--- config.mk ---
export PLATFORM = sky130hd
export DESIGN_NAME = kpgo_port
export DESIGN_NICKNAME = d
export VERILOG_FILES = /design/src/verilog/kpgo_pkg.sv /design/src/verilog/kpgo_pin_cell.sv /design/src/verilog/kpgo_port.sv
export SDC_FILE = /design/constraint.sdc
export NUM_CORES = 1
export LEC_CHECK = 0
export BUFFER_PORTS_ARGS = -buffer_cell sky130_fd_sc_hd__clkbuf_2
export CAP_MARGIN = 15
export CORE_UTILIZATION = 29
export DETAILED_ROUTE_END_ITERATION = 8
export PLACE_DENSITY = 0.55
export SKIP_CTS_REPAIR_TIMING = 1
export SYNTH_ARGS = -nofsm -noshare
export SYNTH_HDL_FRONTEND = slang
export SYNTH_SLANG_ARGS = --single-unit
--- constraint.sdc ---
create_clock -name mclk -period 1.7 [get_ports mclk]
set_input_delay 0.255 -clock mclk [delete_from_list [all_inputs] [get_ports mclk]]
set_output_delay 0.255 -clock mclk [all_outputs]
set_load 0.03 [all_outputs]
--- src/verilog/kpgo_pkg.sv ---
// Package: register map, reset values and widths of the keypad port output block
`default_nettype none
package kpgo_pkg;
   // Register offsets on the host register port
   localparam logic [7:0] LED_ENABLE_OFS = 8'h31;
   localparam logic [7:0] ROW_DIR_OFS = 8'h34;
   localparam logic [7:0] COL_DIR_OFS = 8'h35;
   localparam logic [7:0] ROW_DRIVE_STYLE_OFS = 8'h36;
   localparam logic [7:0] COL_DRIVE_STYLE_OFS = 8'h37;
   localparam logic [7:0] ROW_SUPPLY_SELECT_OFS = 8'h38;
   localparam logic [7:0] COL_SUPPLY_SELECT_OFS = 8'h39;
   localparam logic [7:0] ROW_OUTPUT_VALUE_OFS = 8'h3A;
   localparam logic [7:0] COL_OUTPUT_VALUE_OFS = 8'h3B;

   // Values after reset
   localparam logic [7:0] LED_ENABLE_RST = 8'h00;
   localparam logic [7:0] ROW_DIR_RST = 8'h00;
   localparam logic [7:0] COL_DIR_RST = 8'h00;
   localparam logic [7:0] ROW_DRIVE_STYLE_RST = 8'hFF;
   localparam logic [7:0] COL_DRIVE_STYLE_RST = 8'h0F;
   localparam logic [7:0] ROW_SUPPLY_SELECT_RST = 8'h00;
   localparam logic [7:0] COL_SUPPLY_SELECT_RST = 8'h00;
   localparam logic [7:0] ROW_OUTPUT_VALUE_RST = 8'hFF;
   localparam logic [7:0] COL_OUTPUT_VALUE_RST = 8'hFF;

   // Field layout
   localparam int LINE_COUNT = 8;
   localparam int LED_LINE_LO = 4;
   localparam logic [7:0] COL_DRIVE_WRITABLE = 8'h0F;
   localparam logic [7:0] LED_ENABLE_WRITABLE = 8'h0F;

   // Drive style encoding of one style bit
   typedef enum logic {
      KPGO_OPEN_DRAIN = 1'b0,
      KPGO_PUSH_PULL = 1'b1
   } kpgo_style_t;
endpackage : kpgo_pkg
`default_nettype wire

--- src/verilog/kpgo_pin_cell.sv ---
// One port pin: output driver stage and three-stage input synchroniser
`default_nettype none
module kpgo_pin_cell (
   input wire logic mclk, // Block clock
   input wire logic rstn, // Asynchronous reset, active low
   input wire logic dir_out, // 1 = pin is an output
   input wire logic gpio_sel, // 1 = general function owns the pin
   input wire logic push_pull, // Effective drive style
   input wire logic out_value, // Level software asks for
   input wire logic pin_i, // Pad level seen from outside
   output logic pin_o, // Pad output level
   output logic pin_oe, // Pad output enable, high while driving
   output logic level // Filtered pad level
);
   logic drive_d;
   logic oe_d;
   logic o_q;
   logic oe_q;
   logic s1_q;
   logic s2_q;
   logic s3_q;
   logic level_q;

   // Active drive only for general outputs; open drain releases on 1
   assign drive_d = dir_out & gpio_sel;
   assign oe_d = drive_d & (push_pull | ~out_value);

   // Output stage registers
   always_ff @(posedge mclk or negedge rstn)
   begin
      if (!rstn)
      begin
         o_q <= 1'b0;
         oe_q <= 1'b0;
      end
      else
      begin
         o_q <= drive_d & out_value & push_pull;
         oe_q <= oe_d;
      end
   end

   // Input synchroniser; level moves once stages two and three agree
   always_ff @(posedge mclk or negedge rstn)
   begin
      if (!rstn)
      begin
         s1_q <= 1'b0;
         s2_q <= 1'b0;
         s3_q <= 1'b0;
         level_q <= 1'b0;
      end
      else
      begin
         s1_q <= pin_i;
         s2_q <= s1_q;
         s3_q <= s2_q;
         if (s2_q == s3_q)
            level_q <= s3_q;
      end
   end

   assign pin_o = o_q;
   assign pin_oe = oe_q;
   assign level = level_q;
endmodule : kpgo_pin_cell
`default_nettype wire

--- src/verilog/kpgo_port.sv ---
// Keypad port output configuration: registers and sixteen pin drivers
`default_nettype none
// Function
// - Row drive register: 0 open-drain, 1 push-pull
// - Column bits 3..0 pick open-drain or push-pull
// - Columns 7..4 open-drain; style bits ignore writes
// - Row supply select, reset to main supply
// - Column supply select, reset to main supply
// - Row value register sets row pin level
// - Column value register sets column pin level
// - Columns 7..4 release on 1, external pull-up
// - Outputs act only when direction bit is 1
// - LED enable hands columns 7..4 to LED driver
module kpgo_port #(
   parameter int NUM_LINES = 8 // Pins per group
) (
   input wire logic mclk, // Block clock, 250 MHz
   input wire logic rstn, // Asynchronous reset, active low
   input wire logic reg_wr, // Register write strobe, one cycle
   input wire logic reg_rd, // Register read strobe, one cycle
   input wire logic [7:0] reg_addr, // Register offset
   input wire logic [7:0] reg_wdata, // Write data
   output logic [7:0] reg_rdata, // Read data, valid the cycle after reg_rd
   input wire logic [7:0] line_y_i, // Row pad input levels
   output logic [7:0] line_y_o, // Row pad output levels
   output logic [7:0] line_y_oe, // Row pad output enables
   input wire logic [7:0] line_x_i, // Column pad input levels
   output logic [7:0] line_x_o, // Column pad output levels
   output logic [7:0] line_x_oe, // Column pad output enables
   output logic [7:0] line_y_alt_supply, // Row pads on alternate logic supply
   output logic [7:0] line_x_alt_supply, // Column pads on alternate logic supply
   output logic [3:0] line_x_led_mode, // Columns 7..4 handed to LED driver
   output logic [7:0] line_y_level, // Filtered row pad levels
   output logic [7:0] line_x_level // Filtered column pad levels
);
   // Register bytes are fixed at eight pins per group
   if (NUM_LINES != kpgo_pkg::LINE_COUNT)
   begin : g_width_check
      $error("kpgo_port serves exactly eight lines per group");
   end

   // LED columns must be the upper four lines of the column group
   if (kpgo_pkg::LED_LINE_LO + 4 != NUM_LINES)
   begin : g_led_check
      $error("kpgo_port expects LED columns on the upper four lines");
   end

   logic [7:0] led_enable_q;
   logic [7:0] led_enable_d;
   logic [7:0] row_dir_q;
   logic [7:0] row_dir_d;
   logic [7:0] col_dir_q;
   logic [7:0] col_dir_d;
   logic [7:0] row_drive_style_q;
   logic [7:0] row_drive_style_d;
   logic [7:0] column_drive_style_q;
   logic [7:0] column_drive_style_d;
   logic [7:0] row_supply_select_q;
   logic [7:0] row_supply_select_d;
   logic [7:0] column_supply_select_q;
   logic [7:0] column_supply_select_d;
   logic [7:0] row_output_value_q;
   logic [7:0] row_output_value_d;
   logic [7:0] column_output_value_q;
   logic [7:0] column_output_value_d;
   logic [7:0] rdata_q;
   logic [7:0] rdata_d;

   wire hit_led;
   wire hit_row_dir;
   wire hit_col_dir;
   wire hit_row_style;
   wire hit_col_style;
   wire hit_row_supply;
   wire hit_col_supply;
   wire hit_row_value;
   wire hit_col_value;
   wire [7:0] col_style_eff;
   wire [7:0] col_gpio_sel;
   wire [7:0] row_gpio_sel;
   wire wr_led;
   wire wr_row_dir;
   wire wr_col_dir;
   wire wr_row_style;
   wire wr_col_style;
   wire wr_row_supply;
   wire wr_col_supply;
   wire wr_row_value;
   wire wr_col_value;
   wire [7:0] led_wdata;
   wire [7:0] col_style_wdata;
   wire [7:0] rd_led;
   wire [7:0] rd_row_dir;
   wire [7:0] rd_col_dir;
   wire [7:0] rd_row_style;
   wire [7:0] rd_col_style;
   wire [7:0] rd_row_supply;
   wire [7:0] rd_col_supply;
   wire [7:0] rd_row_value;
   wire [7:0] rd_col_value;

   // Address decode
   assign hit_led = (reg_addr == kpgo_pkg::LED_ENABLE_OFS);
   assign hit_row_dir = (reg_addr == kpgo_pkg::ROW_DIR_OFS);
   assign hit_col_dir = (reg_addr == kpgo_pkg::COL_DIR_OFS);
   assign hit_row_style = (reg_addr == kpgo_pkg::ROW_DRIVE_STYLE_OFS);
   assign hit_col_style = (reg_addr == kpgo_pkg::COL_DRIVE_STYLE_OFS);
   assign hit_row_supply = (reg_addr == kpgo_pkg::ROW_SUPPLY_SELECT_OFS);
   assign hit_col_supply = (reg_addr == kpgo_pkg::COL_SUPPLY_SELECT_OFS);
   assign hit_row_value = (reg_addr == kpgo_pkg::ROW_OUTPUT_VALUE_OFS);
   assign hit_col_value = (reg_addr == kpgo_pkg::COL_OUTPUT_VALUE_OFS);

   // Per-register write strobes
   assign wr_led = reg_wr & hit_led;
   assign wr_row_dir = reg_wr & hit_row_dir;
   assign wr_col_dir = reg_wr & hit_col_dir;
   assign wr_row_style = reg_wr & hit_row_style;
   assign wr_col_style = reg_wr & hit_col_style;
   assign wr_row_supply = reg_wr & hit_row_supply;
   assign wr_col_supply = reg_wr & hit_col_supply;
   assign wr_row_value = reg_wr & hit_row_value;
   assign wr_col_value = reg_wr & hit_col_value;

   // Write data with read-only bits held at zero
   assign led_wdata = reg_wdata & kpgo_pkg::LED_ENABLE_WRITABLE;
   assign col_style_wdata = reg_wdata & kpgo_pkg::COL_DRIVE_WRITABLE;

   // Next values of the LED enable and direction registers
   assign led_enable_d = wr_led ?
      led_wdata : led_enable_q;
   assign row_dir_d = wr_row_dir ? reg_wdata : row_dir_q;
   assign col_dir_d = wr_col_dir ? reg_wdata : col_dir_q;

   // Next values of the drive style registers; upper column bits stay zero
   assign row_drive_style_d = wr_row_style ?
      reg_wdata : row_drive_style_q;
   assign column_drive_style_d = wr_col_style ?
      col_style_wdata : column_drive_style_q;

   // Next values of the supply select registers
   assign row_supply_select_d = wr_row_supply ?
      reg_wdata : row_supply_select_q;
   assign column_supply_select_d = wr_col_supply ?
      reg_wdata : column_supply_select_q;

   // Next values of the output value registers
   assign row_output_value_d = wr_row_value ?
      reg_wdata : row_output_value_q;
   assign column_output_value_d = wr_col_value ?
      reg_wdata : column_output_value_q;

   // LED enable register
   always_ff @(posedge mclk or negedge rstn)
   begin
      if (!rstn)
         led_enable_q <= kpgo_pkg::LED_ENABLE_RST;
      else
         led_enable_q <= led_enable_d;
   end

   // Row direction register
   always_ff @(posedge mclk or negedge rstn)
   begin
      if (!rstn)
         row_dir_q <= kpgo_pkg::ROW_DIR_RST;
      else
         row_dir_q <= row_dir_d;
   end

   // Column direction register
   always_ff @(posedge mclk or negedge rstn)
   begin
      if (!rstn)
         col_dir_q <= kpgo_pkg::COL_DIR_RST;
      else
         col_dir_q <= col_dir_d;
   end

   // Row drive style register
   always_ff @(posedge mclk or negedge rstn)
   begin
      if (!rstn)
         row_drive_style_q <= kpgo_pkg::ROW_DRIVE_STYLE_RST;
      else
         row_drive_style_q <= row_drive_style_d;
   end

   // Column drive style register
   always_ff @(posedge mclk or negedge rstn)
   begin
      if (!rstn)
         column_drive_style_q <= kpgo_pkg::COL_DRIVE_STYLE_RST;
      else
         column_drive_style_q <= column_drive_style_d;
   end

   // Row supply select register
   always_ff @(posedge mclk or negedge rstn)
   begin
      if (!rstn)
         row_supply_select_q <= kpgo_pkg::ROW_SUPPLY_SELECT_RST;
      else
         row_supply_select_q <= row_supply_select_d;
   end

   // Column supply select register
   always_ff @(posedge mclk or negedge rstn)
   begin
      if (!rstn)
         column_supply_select_q <= kpgo_pkg::COL_SUPPLY_SELECT_RST;
      else
         column_supply_select_q <= column_supply_select_d;
   end

   // Row output value register
   always_ff @(posedge mclk or negedge rstn)
   begin
      if (!rstn)
         row_output_value_q <= kpgo_pkg::ROW_OUTPUT_VALUE_RST;
      else
         row_output_value_q <= row_output_value_d;
   end

   // Column output value register
   always_ff @(posedge mclk or negedge rstn)
   begin
      if (!rstn)
         column_output_value_q <= kpgo_pkg::COL_OUTPUT_VALUE_RST;
      else
         column_output_value_q <= column_output_value_d;
   end

   // Read mux; unmapped offsets read zero, offsets never overlap
   assign rd_led = hit_led ? led_enable_q : 8'h00;
   assign rd_row_dir = hit_row_dir ? row_dir_q : 8'h00;
   assign rd_col_dir = hit_col_dir ? col_dir_q : 8'h00;
   assign rd_row_style = hit_row_style ? row_drive_style_q : 8'h00;
   assign rd_col_style = hit_col_style ? column_drive_style_q : 8'h00;
   assign rd_row_supply = hit_row_supply ? row_supply_select_q : 8'h00;
   assign rd_col_supply = hit_col_supply ? column_supply_select_q : 8'h00;
   assign rd_row_value = hit_row_value ? row_output_value_q : 8'h00;
   assign rd_col_value = hit_col_value ? column_output_value_q : 8'h00;
   assign rdata_d = rd_led | rd_row_dir | rd_col_dir |
      rd_row_style | rd_col_style |
      rd_row_supply | rd_col_supply |
      rd_row_value | rd_col_value;

   // Read data holds until the next read strobe
   always_ff @(posedge mclk or negedge rstn)
   begin
      if (!rstn)
         rdata_q <= 8'h00;
      else if (reg_rd)
         rdata_q <= rdata_d;
   end

   assign reg_rdata = rdata_q;

   // Upper columns forced open drain whatever the style bits hold
   assign col_style_eff = {4'h0, column_drive_style_q[3:0]};

   // LED function takes columns 7..4 away from the general output path
   assign col_gpio_sel = {~led_enable_q[3:0], 4'hF};
   assign row_gpio_sel = 8'hFF;

   // Row pin drivers
   for (genvar gi = 0; gi < NUM_LINES; gi++)
   begin : g_row
      kpgo_pin_cell u_cell (
         .mclk(mclk),
         .rstn(rstn),
         .dir_out(row_dir_q[gi]),
         .gpio_sel(row_gpio_sel[gi]),
         .push_pull(row_drive_style_q[gi]),
         .out_value(row_output_value_q[gi]),
         .pin_i(line_y_i[gi]),
         .pin_o(line_y_o[gi]),
         .pin_oe(line_y_oe[gi]),
         .level(line_y_level[gi])
      );
   end

   // Column pin drivers
   for (genvar gj = 0; gj < NUM_LINES; gj++)
   begin : g_col
      kpgo_pin_cell u_cell (
         .mclk(mclk),
         .rstn(rstn),
         .dir_out(col_dir_q[gj]),
         .gpio_sel(col_gpio_sel[gj]),
         .push_pull(col_style_eff[gj]),
         .out_value(column_output_value_q[gj]),
         .pin_i(line_x_i[gj]),
         .pin_o(line_x_o[gj]),
         .pin_oe(line_x_oe[gj]),
         .level(line_x_level[gj])
      );
   end

   // Supply rail and LED hand-off straight from registers
   assign line_y_alt_supply = row_supply_select_q;
   assign line_x_alt_supply = column_supply_select_q;
   assign line_x_led_mode = led_enable_q[3:0];
endmodule : kpgo_port
`default_nettype wire

== Word level (Yosys, flattened, before mapping) ==
Index checks and enable logic that the tools add are counted.

* Equal/unequal tests: 25
* Muxes and demuxes: 9
* Bitwise operators: 90

{| class="wikitable"
|+ Operator list
! cell !! number
|-
| == test 8 x 6 -> 1 bit, second input constant || 9
|-
| two-way mux 8 bit || 7
|-
| AND 1 bit || 53
|-
| bitwise OR 8 bit || 6
|-
| == test 1 bit || 16
|-
| NOT 1 bit || 16
|-
| bitwise OR 1 bit || 12
|-
| two-way mux 4 bit || 2
|-
| bitwise OR 4 x 8 -> 8 bit || 1
|-
| bitwise OR 8 x 4 -> 8 bit || 1
|-
| NOT 4 bit || 1
|}

* Register bits: 164
* Output and inout bits: 76

== Depth between registers and ports, before layout ==
Gate-level depths: netlist of the first run.

* Depth after elaboration: 10
* Gate-level depth with buffers: 6
* Mapped depth without buffers: 4

== By module ==
From an unflattened synthesis of the first run, not the netlist that was laid out.

* Cell total of the unflattened synthesis: 441
* Area total of the unflattened synthesis: 6331.1 um^2

{| class="wikitable"
|+ By module, submodules not included
! module !! times used !! cells an instance !! area each (um^2) !! seq. area each (um^2)
|-
| kpgo_port || 1 || 249 || 3428.3 || 1836.8
|-
| kpgo_pin_cell || 16 || 12 || 181.4 || 150.1
|}

== Worst setup path after synthesis of the first run ==
No wires, ideal clock.

* Kind: input-to-reg
* From: input port reg_addr[6]
* To: register row_drive_style_q[0]
* Setup time: 0.082 ns
* Data arrival time: 1.414 ns
* Required time: 1.618 ns
* Slack: 0.204 ns
* Stages on the path: 5
* Path through: nand4bb_4 nor2_2 and3_1 buf_4 mux2_2

* Cells in the longest elaborated chain, start to end: 2

{| class="wikitable"
|+ Ends and longest elaborated chain
! what !! line !! RTL
|-
| start: declaration || kpgo_port.sv:21 || <nowiki>input wire logic [7:0] reg_addr,</nowiki>
|-
| == test 8 x 6 -> 1 bit || kpgo_port.sv:106 || <nowiki>assign hit_row_style = (reg_addr == kpgo_pkg::ROW_DRIVE_STYLE_OFS);</nowiki>
|-
| AND 1 bit || kpgo_port.sv:117 || <nowiki>assign wr_row_style = reg_wr & hit_row_style;</nowiki>
|-
| end signal: assignment || kpgo_port.sv:183 || <nowiki>row_drive_style_q <= kpgo_pkg::ROW_DRIVE_STYLE_RST;</nowiki>
|-
| end signal: assignment || kpgo_port.sv:185 || <nowiki>row_drive_style_q <= row_drive_style_d;</nowiki>
|-
| end: declaration || kpgo_port.sv:54 || <nowiki>logic [7:0] row_drive_style_q;</nowiki>
|}

Every way passes these cells.
A chain may end at the register's enable or synchronous reset.

== Final worst setup path of the first run ==
* From: register row_output_value_q[0]
* To: register rdata_q[0], in the netlist reg_rdata[0]

* Cells in the longest elaborated chain, start to end: 3

{| class="wikitable"
|+ Ends and longest elaborated chain
! what !! line !! RTL
|-
| start: declaration || kpgo_port.sv:62 || <nowiki>logic [7:0] row_output_value_q;</nowiki>
|-
| start signal: assignment || kpgo_port.sv:219 || <nowiki>row_output_value_q <= kpgo_pkg::ROW_OUTPUT_VALUE_RST;</nowiki>
|-
| start signal: assignment || kpgo_port.sv:221 || <nowiki>row_output_value_q <= row_output_value_d;</nowiki>
|-
| two-way mux 8 bit || kpgo_port.sv:241 || <nowiki>assign rd_row_value = hit_row_value ? row_output_value_q : 8'h00;</nowiki>
|-
| bitwise OR 8 bit || kpgo_port.sv:245 || <nowiki>rd_row_supply | rd_col_supply |</nowiki>
|-
| bitwise OR 8 bit || kpgo_port.sv:246 || <nowiki>rd_row_value | rd_col_value;</nowiki>
|-
| end signal: assignment || kpgo_port.sv:254 || <nowiki>rdata_q <= rdata_d;</nowiki>
|-
| end: declaration || kpgo_port.sv:66 || <nowiki>logic [7:0] rdata_q;</nowiki>
|}

Every way passes these cells.

==> results of run 1 <==
==> power by group through the flow <==
stage                     clock network, uW  logic (uW)  registers, uW
after floorplan                           0         457           4350
after global placement                    0         758           4320
after detailed placement                  0         768           4330
after CTS                              3980         773           4260
after global routing                   4140         855           4280
final                                  3850         789           4260
==> worst register-to-register path, cell delays in order, from the launching register on <==
cell     delay [ns]
dfstp_2        0.58
or4bb_1        0.48
a21oi_1        0.18
o21ai_0        0.11
a31oi_1        0.16
==> metal layers <==
layer	vias up	track usage, %	wire (um)
met1	2026	18.3	7070
met5	-	0	0
met2	108	22.0	7420
met4	0	5.48	248
li1	1785	-	-
met3	14	3.70	701
==> path summary, 6_finish.rpt <==
path	startpoint	endpoint	slack [ns]	depth (start not counted)
setup / recovery	row_output_value_q[0]	reg_rdata[0]	0.12	4
hold / removal	reg_wdata[4]	row_output_value_q[4]	0.20	2
setup reg to reg	row_output_value_q[0]	reg_rdata[0]	0.12	4
hold reg to reg	g_col[0].u_cell.s1_q	g_col[0].u_cell.s2_q	0.35	0
max in group asynchronous	rstn	row_drive_style_q[1]	0.73	3
min in group asynchronous	rstn	g_row[4].u_cell.level	0.32	2
==> cells by family after synthesis <==
logic type	share of synthesized area, %
AND/OR/NAND/NOR	7.01
adder cells (fa/ha/maj)	2.44
other	0.0571
flip-flops	63.0
buffers and inverters	7.92
AO/OA/AOI/OAI	6.15
multiplexers	13.4
==> layout by cell type, fill, tap and decap left out, types with 5 or more instances in the layout <==
cell type / Yosys / layout
and3_1: 13 / 13
clkbuf_16: 0 / 17
mux2_2: 68 / 68
inv_1: 17 / 17
dfrtp_1: 136 / 136
dlygate4sd3_1: 0 / 17
nor2_1: 9 / 9
maj3_1: 16 / 16
buf_12: 1 / 5
a21boi_0: 12 / 12
clkbuf_2: 0 / 106
mux2i_1: 10 / 10
buf_4: 53 / 27
a31oi_1: 7 / 7
dfstp_2: 28 / 28
==> final cells by class <==
cell class                 instances  area (um^2)  area share (%)
multi-input combinational        210         1920            23.8
inverter                          17         63.8           0.789
timing repair buffer             156         1010            12.6
sequential                       164         4140            51.2
clock buffer                      17          425            5.26
tap                              280          350            4.33
clock inverter                    15          170            2.10
==> stage by stage <==
step                      utilization [%]  setup slack (ns)  instance area (um^2)  power, uW  hold WS [ns]
final                                36.7             0.119                  8080       8890         0.204
after CTS                            35.9             0.113                  7910       9010        -0.259
after detailed placement             33.2           -0.0258                  7320       5100         0.198
after global placement               33.2           -0.0367                  7320       5080         0.195
after global routing                 36.7            0.0216                  8080       9270         0.206
after floorplan                         -             0.204                  6580       4800       -0.0406
==> qor.tcl, run 1 <==
set qor(outcome) {finished with violations}
set qor(violations) {DRC}
set qor(die_area_um2) 23300
set qor(clkPwrFrac_pct) 43.3
set qor(clock_latency_ns) 0.42
set qor(place_hpwl_um) 11200
set qor(drc) 7
set qor(path_cells) {or4bb_1 > a21oi_1 > o21ai_0 > a31oi_1}
set qor(routed_wire_length_per_instance_um) 18.0
set qor(synthTopCellsByCount) {136 x dfrtp_1, 68 x mux2_2, 53 x buf_4}
set qor(tns_ns) 0
set qor(hold_violations) 0
set qor(p_sw_uw) 2270
set qor(worst_ep_required_time_ns) 2.04
set qor(detailedRoute.firstPassIterationCount) 9
set qor(timing.critical_path.max_delay_family) {flip-flops}
set qor(worst-setup-path-type) {reg -> reg}
set qor(vdd_drop_max_mv) 0.486
set qor(synth_top_flop_cell) {dfrtp_1}
set qor(number_of_antenna_repair_diodes) 0
set qor(timing_max_transition_violations_final) 0
set qor(synth_most_common_cell) {dfrtp_1}
set qor(async_reset_ff_share_pct) 100
set qor(routed_wirelength_um) 15400
set qor(cts.reportedPaths.clkPinSlew_ns) 0.07
set qor(layout-drive-gt1-share_pct) 48.5
set qor(share_seq_of_total_power_pct) 47.9
set qor(post-route-period-util_pct) 93.0
set qor(chip_width_um) 153
set qor(fin_worst_skew_ns) 0.00762
set qor(worstPathArrival_ns) 1.92
set qor(grt.total_usage_pct) 13.9
set qor(p_sw_share_pct) 25.6
set qor(final_net_count) 602
set qor(synthesis.area_um2) 6570
set qor(hold_class) {in -> reg}
set qor(total_of_endpoints_with_negative_setup_slack_in_the_final_report) 0
set qor(numCtsBuffers) 17
set qor(pwr-share-comb_pct) 8.9
set qor(yosys.area.top_type_share_pct) 51.8
set qor(clockRootBuffer) {clkbuf_16}
set qor(kind_of_end_point_of_the_critical_path) {register}
set qor(worstPathBufferInverterCount) 0
set qor(crit_fanout) 4
set qor(post_layout_nonfiller_instances) 859
set qor(p_int_uw) 6620
set qor(grt_first_pass_wirelength_um) 24400
set qor(ys_top_cells_by_area) {dfrtp_1 52%, mux2_2 12%, dfstp_2 11%}
set qor(detail_route.vias_per_cell) 4.58
set qor(tritoncts_num_sinks) 164
set qor(drtIter0Drc) 226
set qor(detail-route-antenna-nets) 0
set qor(avgSynthCellArea_um2) 14.6
set qor(vias_in_the_first_global_route) 4234
set qor(synthDistinctLibCells) 52
set qor(place_inst) 810
set qor(ys_seq_area_share_pct) 63.0
set qor(critPathSlowestCell) {dfstp_2}
set qor(cts_buffer_depth) 2
set qor(grt_start_max_net_pins) 48
set qor(h-tree-depth) 4
set qor(synth_top_cell_by_area) {dfrtp_1}
set qor(start_util_pct) 29.8
set qor(static-leakage-power_uw) 0.00381
set qor(post-route-min-period_ns) 1.58
set qor(io_pins) 112
set qor(yosys_register_bits) 164
set qor(area_growth_syn_to_layout_pct) 23.1
set qor(syn-instance-count) 449
set qor(finalWeightedCongestion) 0.854
set qor(core-area_um2) 22000
set qor(startpoint_type) {register}
set qor(cp_slowest_stage_delay_ns) 0.58
set qor(antenna_found_initial) 0
set qor(max_clock_freq_mhz) 632
set qor(maxcap_viol_count) 0
set qor(number_of_flops_mapped_to_enable_cells_by_yosys) 0
set qor(clock_tree_from_tritoncts) {done}
set qor(overflow) 0
set qor(power_per_cell_area_nw_per_um2) 1100
set qor(yosys_warnings) 0
set qor(port_buffers) 107
set qor(fp.dieH_um) 153
set qor(route.vias.total) 3933
set qor(row_count) 54
set qor(fill_cells) 2135
set qor(rsz0062_at_grt) {no}
(Power assumes the default switching activity.)
==> inputs of run 2 (changes only) <==
--- a/config.mk
+++ b/config.mk
@@ -9,7 +9,7 @@
 export CAP_MARGIN = 15
 export CORE_UTILIZATION = 29
 export DETAILED_ROUTE_END_ITERATION = 8
-export PLACE_DENSITY = 0.55
+export PLACE_DENSITY = 0.5
 export SKIP_CTS_REPAIR_TIMING = 1
 export SYNTH_ARGS = -nofsm -noshare
 export SYNTH_HDL_FRONTEND = slang
==> run 2 against run 1 <==
The flow still finishes with violations (DRC). First-iteration DRC count down 11%. Die area unchanged. Worst hold slack worse by 0.059 ns. Via count down 0.41%. Largest cell class unchanged.
==> qor.tcl, run 2 (same netlist as run 1, synthesis figures left out) <==
set qor(routed_wirelength_um) 15500 ;# was 15400 um
set qor(clkPwrFrac_pct) 43.6 ;# was 43.3%
set qor(share_seq_of_total_power_pct) 47.5 ;# was 47.9%
set qor(clock_tree_from_tritoncts) {done} ;# unchanged
set qor(timing.final.ws_setup_ns) 0.198 ;# was 0.119 ns
set qor(path_cells) {or4bb_1 > a21oi_1 > o21ai_0 > a31oi_1} ;# unchanged
set qor(finalInstanceArea_um2) 8120 ;# was 8080 um^2
set qor(hold_violations) 0 ;# unchanged
set qor(post-route-period-util_pct) 88.3 ;# was 93.0%
set qor(fp.dieH_um) 153 ;# unchanged
set qor(worst_ep_required_time_ns) 2.04 ;# about the same
set qor(die_area_um2) 23300 ;# unchanged
set qor(critPathSlowestCell) {dfstp_2} ;# unchanged
set qor(rsz0062_at_grt) {no} ;# unchanged
set qor(hold_class) {in -> reg} ;# unchanged
set qor(pwr-share-comb_pct) 8.9 ;# about the same
set qor(route.vias.total) 3917 ;# was 3933
set qor(layout-drive-gt1-share_pct) 48.8 ;# was 48.5%
set qor(detail-route-antenna-nets) 0 ;# unchanged
set qor(worstPathArrival_ns) 1.84 ;# was 1.92 ns
set qor(most_common_cell_after_layout_fill_and_taps_aside) {dfrtp_1} ;# unchanged
set qor(cts.reportedPaths.clkPinSlew_ns) 0.06 ;# was 0.07 ns
set qor(port_buffers) 107 ;# unchanged
set qor(fill_cells) 2138 ;# was 2135
set qor(kind_of_end_point_of_the_critical_path) {register} ;# unchanged
set qor(clockRootBuffer) {clkbuf_16} ;# unchanged
set qor(grt.total_usage_pct) 14.1 ;# was 13.9%
set qor(area_growth_syn_to_layout_pct) 23.6 ;# was 23.1%
set qor(total_of_endpoints_with_negative_setup_slack_in_the_final_report) 0 ;# unchanged
set qor(p_int_uw) 6780 ;# was 6620 uW
set qor(startpoint_type) {register} ;# unchanged
set qor(numCtsBuffers) 17 ;# unchanged
set qor(number_of_antenna_repair_diodes) 0 ;# unchanged
set qor(static-leakage-power_uw) 0.00385 ;# was 0.00381 uW
set qor(row_count) 54 ;# unchanged
set qor(multiInputGateArea_um2) 1920 ;# unchanged
set qor(tritoncts_num_sinks) 164 ;# unchanged
set qor(timing.critical_path.max_delay_family) {flip-flops} ;# unchanged
set qor(grt_start_max_net_pins) 46 ;# was 48
set qor(cp_slowest_stage_delay_ns) 0.56 ;# was 0.58 ns
set qor(outcome) {finished with violations} ;# unchanged
set qor(place_hpwl_um) 11500 ;# was 11200 um
set qor(worstPathBufferInverterCount) 0 ;# unchanged
set qor(max_clock_freq_mhz) 666 ;# was 632 MHz
set qor(io_pins) 112 ;# unchanged
set qor(antenna_found_initial) 0 ;# unchanged
set qor(worst-setup-path-type) {reg -> reg} ;# unchanged
set qor(detailedRoute.firstPassIterationCount) 6 ;# was 9
set qor(detail_route.vias_per_cell) 4.51 ;# was 4.58
set qor(grt_first_pass_wirelength_um) 24700 ;# was 24400 um
set qor(h-tree-depth) 4 ;# unchanged
set qor(maxcap_viol_count) 0 ;# unchanged
set qor(core-area_um2) 22000 ;# unchanged
set qor(drtIter0Drc) 202 ;# was 226
set qor(dpl_cell_area_um2) 7350 ;# was 7320 um^2
set qor(clock_latency_ns) 0.42 ;# about the same
set qor(preCtsSetupSlack_ns) 0.00263 ;# was -0.0258 ns
set qor(p_sw_uw) 2170 ;# was 2270 uW
set qor(violations) {DRC} ;# unchanged
set qor(timing_max_transition_violations_final) 0 ;# unchanged
set qor(routed_wire_length_per_instance_um) 17.8 ;# was 18.0 um
set qor(post-route-min-period_ns) 1.50 ;# was 1.58 ns
set qor(fin_util_pct) 36.9 ;# was 36.7%
set qor(cts_buffer_depth) 2 ;# unchanged
set qor(chip_width_um) 153 ;# unchanged
set qor(most-common-layout-cells) {136 x dfrtp_1, 106 x clkbuf_2, 68 x mux2_2} ;# unchanged
set qor(crit_fanout) 4 ;# unchanged
set qor(fin_worst_skew_ns) 0.00564 ;# was 0.00762 ns
set qor(vdd_drop_max_mv) 0.586 ;# was 0.486 mV
set qor(power_per_cell_area_nw_per_um2) 1100 ;# about the same
set qor(finalWeightedCongestion) 0.837 ;# was 0.854
set qor(tns_ns) 0 ;# unchanged
set qor(start_util_pct) 29.8 ;# unchanged
set qor(p_sw_share_pct) 24.3 ;# was 25.6%
set qor(sequential_cell_area_um2) 4140 ;# unchanged
set qor(drc) 8 ;# was 7
set qor(vias_in_the_first_global_route) 4215 ;# was 4234
set qor(overflow) 0 ;# unchanged
set qor(final_net_count) 611 ;# was 602
==> run 2: cell count changes in the layout (fill, tap and decap cells not counted) <==
cell	change
clkbuf_1	+3
buf_12	-3
clkinvlp_4	-1
clkbuf_8	+1
buf_4	+12
inv_8	-2
inv_6	-3
bufinv_16	+1
clkinv_4	+1
==> run 2: layer usage <==
layer	part of all wire (%)	global-route usage, %
met1	47	18.3
met4	2.1	5.87
met5	0	0
met2	46	22.1
met3	4.7	3.87
==> run 2: power by group through the flow <==
stage / combinational, uW / clock (uW) / sequential, uW
finish: 794 / 3910 / 4250
global route: 862 / 4200 / 4280
CTS: 781 / 4040 / 4260
detailed placement: 775 / 0 / 4330
global placement: 762 / 0 / 4320
floorplan: 457 / 0 / 4350
==> run 2: cell type report <==
cell class	instances	share of cell area, %
sequential	164	51.0
multi-input combinational	210	23.6
tap	280	4.31
clock buffer	21	5.55
clock inverter	11	1.88
inverter	17	0.786
timing repair buffer	165	12.9
==> run 2: worst paths after layout <==
check | startpoint | end | slack [ns] | cells past startpoint
worst max register to register | row_output_value_q[0] | reg_rdata[0] | 0.20 | 4
worst min-delay path | reg_rd | reg_rdata[1] | 0.15 | 2
max in group asynchronous | rstn | g_row[4].u_cell.s3_q | 0.70 | 3
worst max-delay path | row_output_value_q[0] | reg_rdata[0] | 0.20 | 4
worst min register to register | g_col[4].u_cell.s1_q | g_col[4].u_cell.s2_q | 0.35 | 0
min in group asynchronous | rstn | g_row[6].u_cell.s3_q | 0.33 | 2
==> run 2: metrics by stage <==
stage / total power (uW) / hold slack (ns) / instances
floorplan: 4800 / -0.0406 / 452
global placement: 5080 / 0.204 / 819
detailed placement: 5100 / 0.204 / 819
CTS: 9080 / -0.250 / 851
global route: 9340 / 0.145 / 868
finish: 8960 / 0.145 / 868
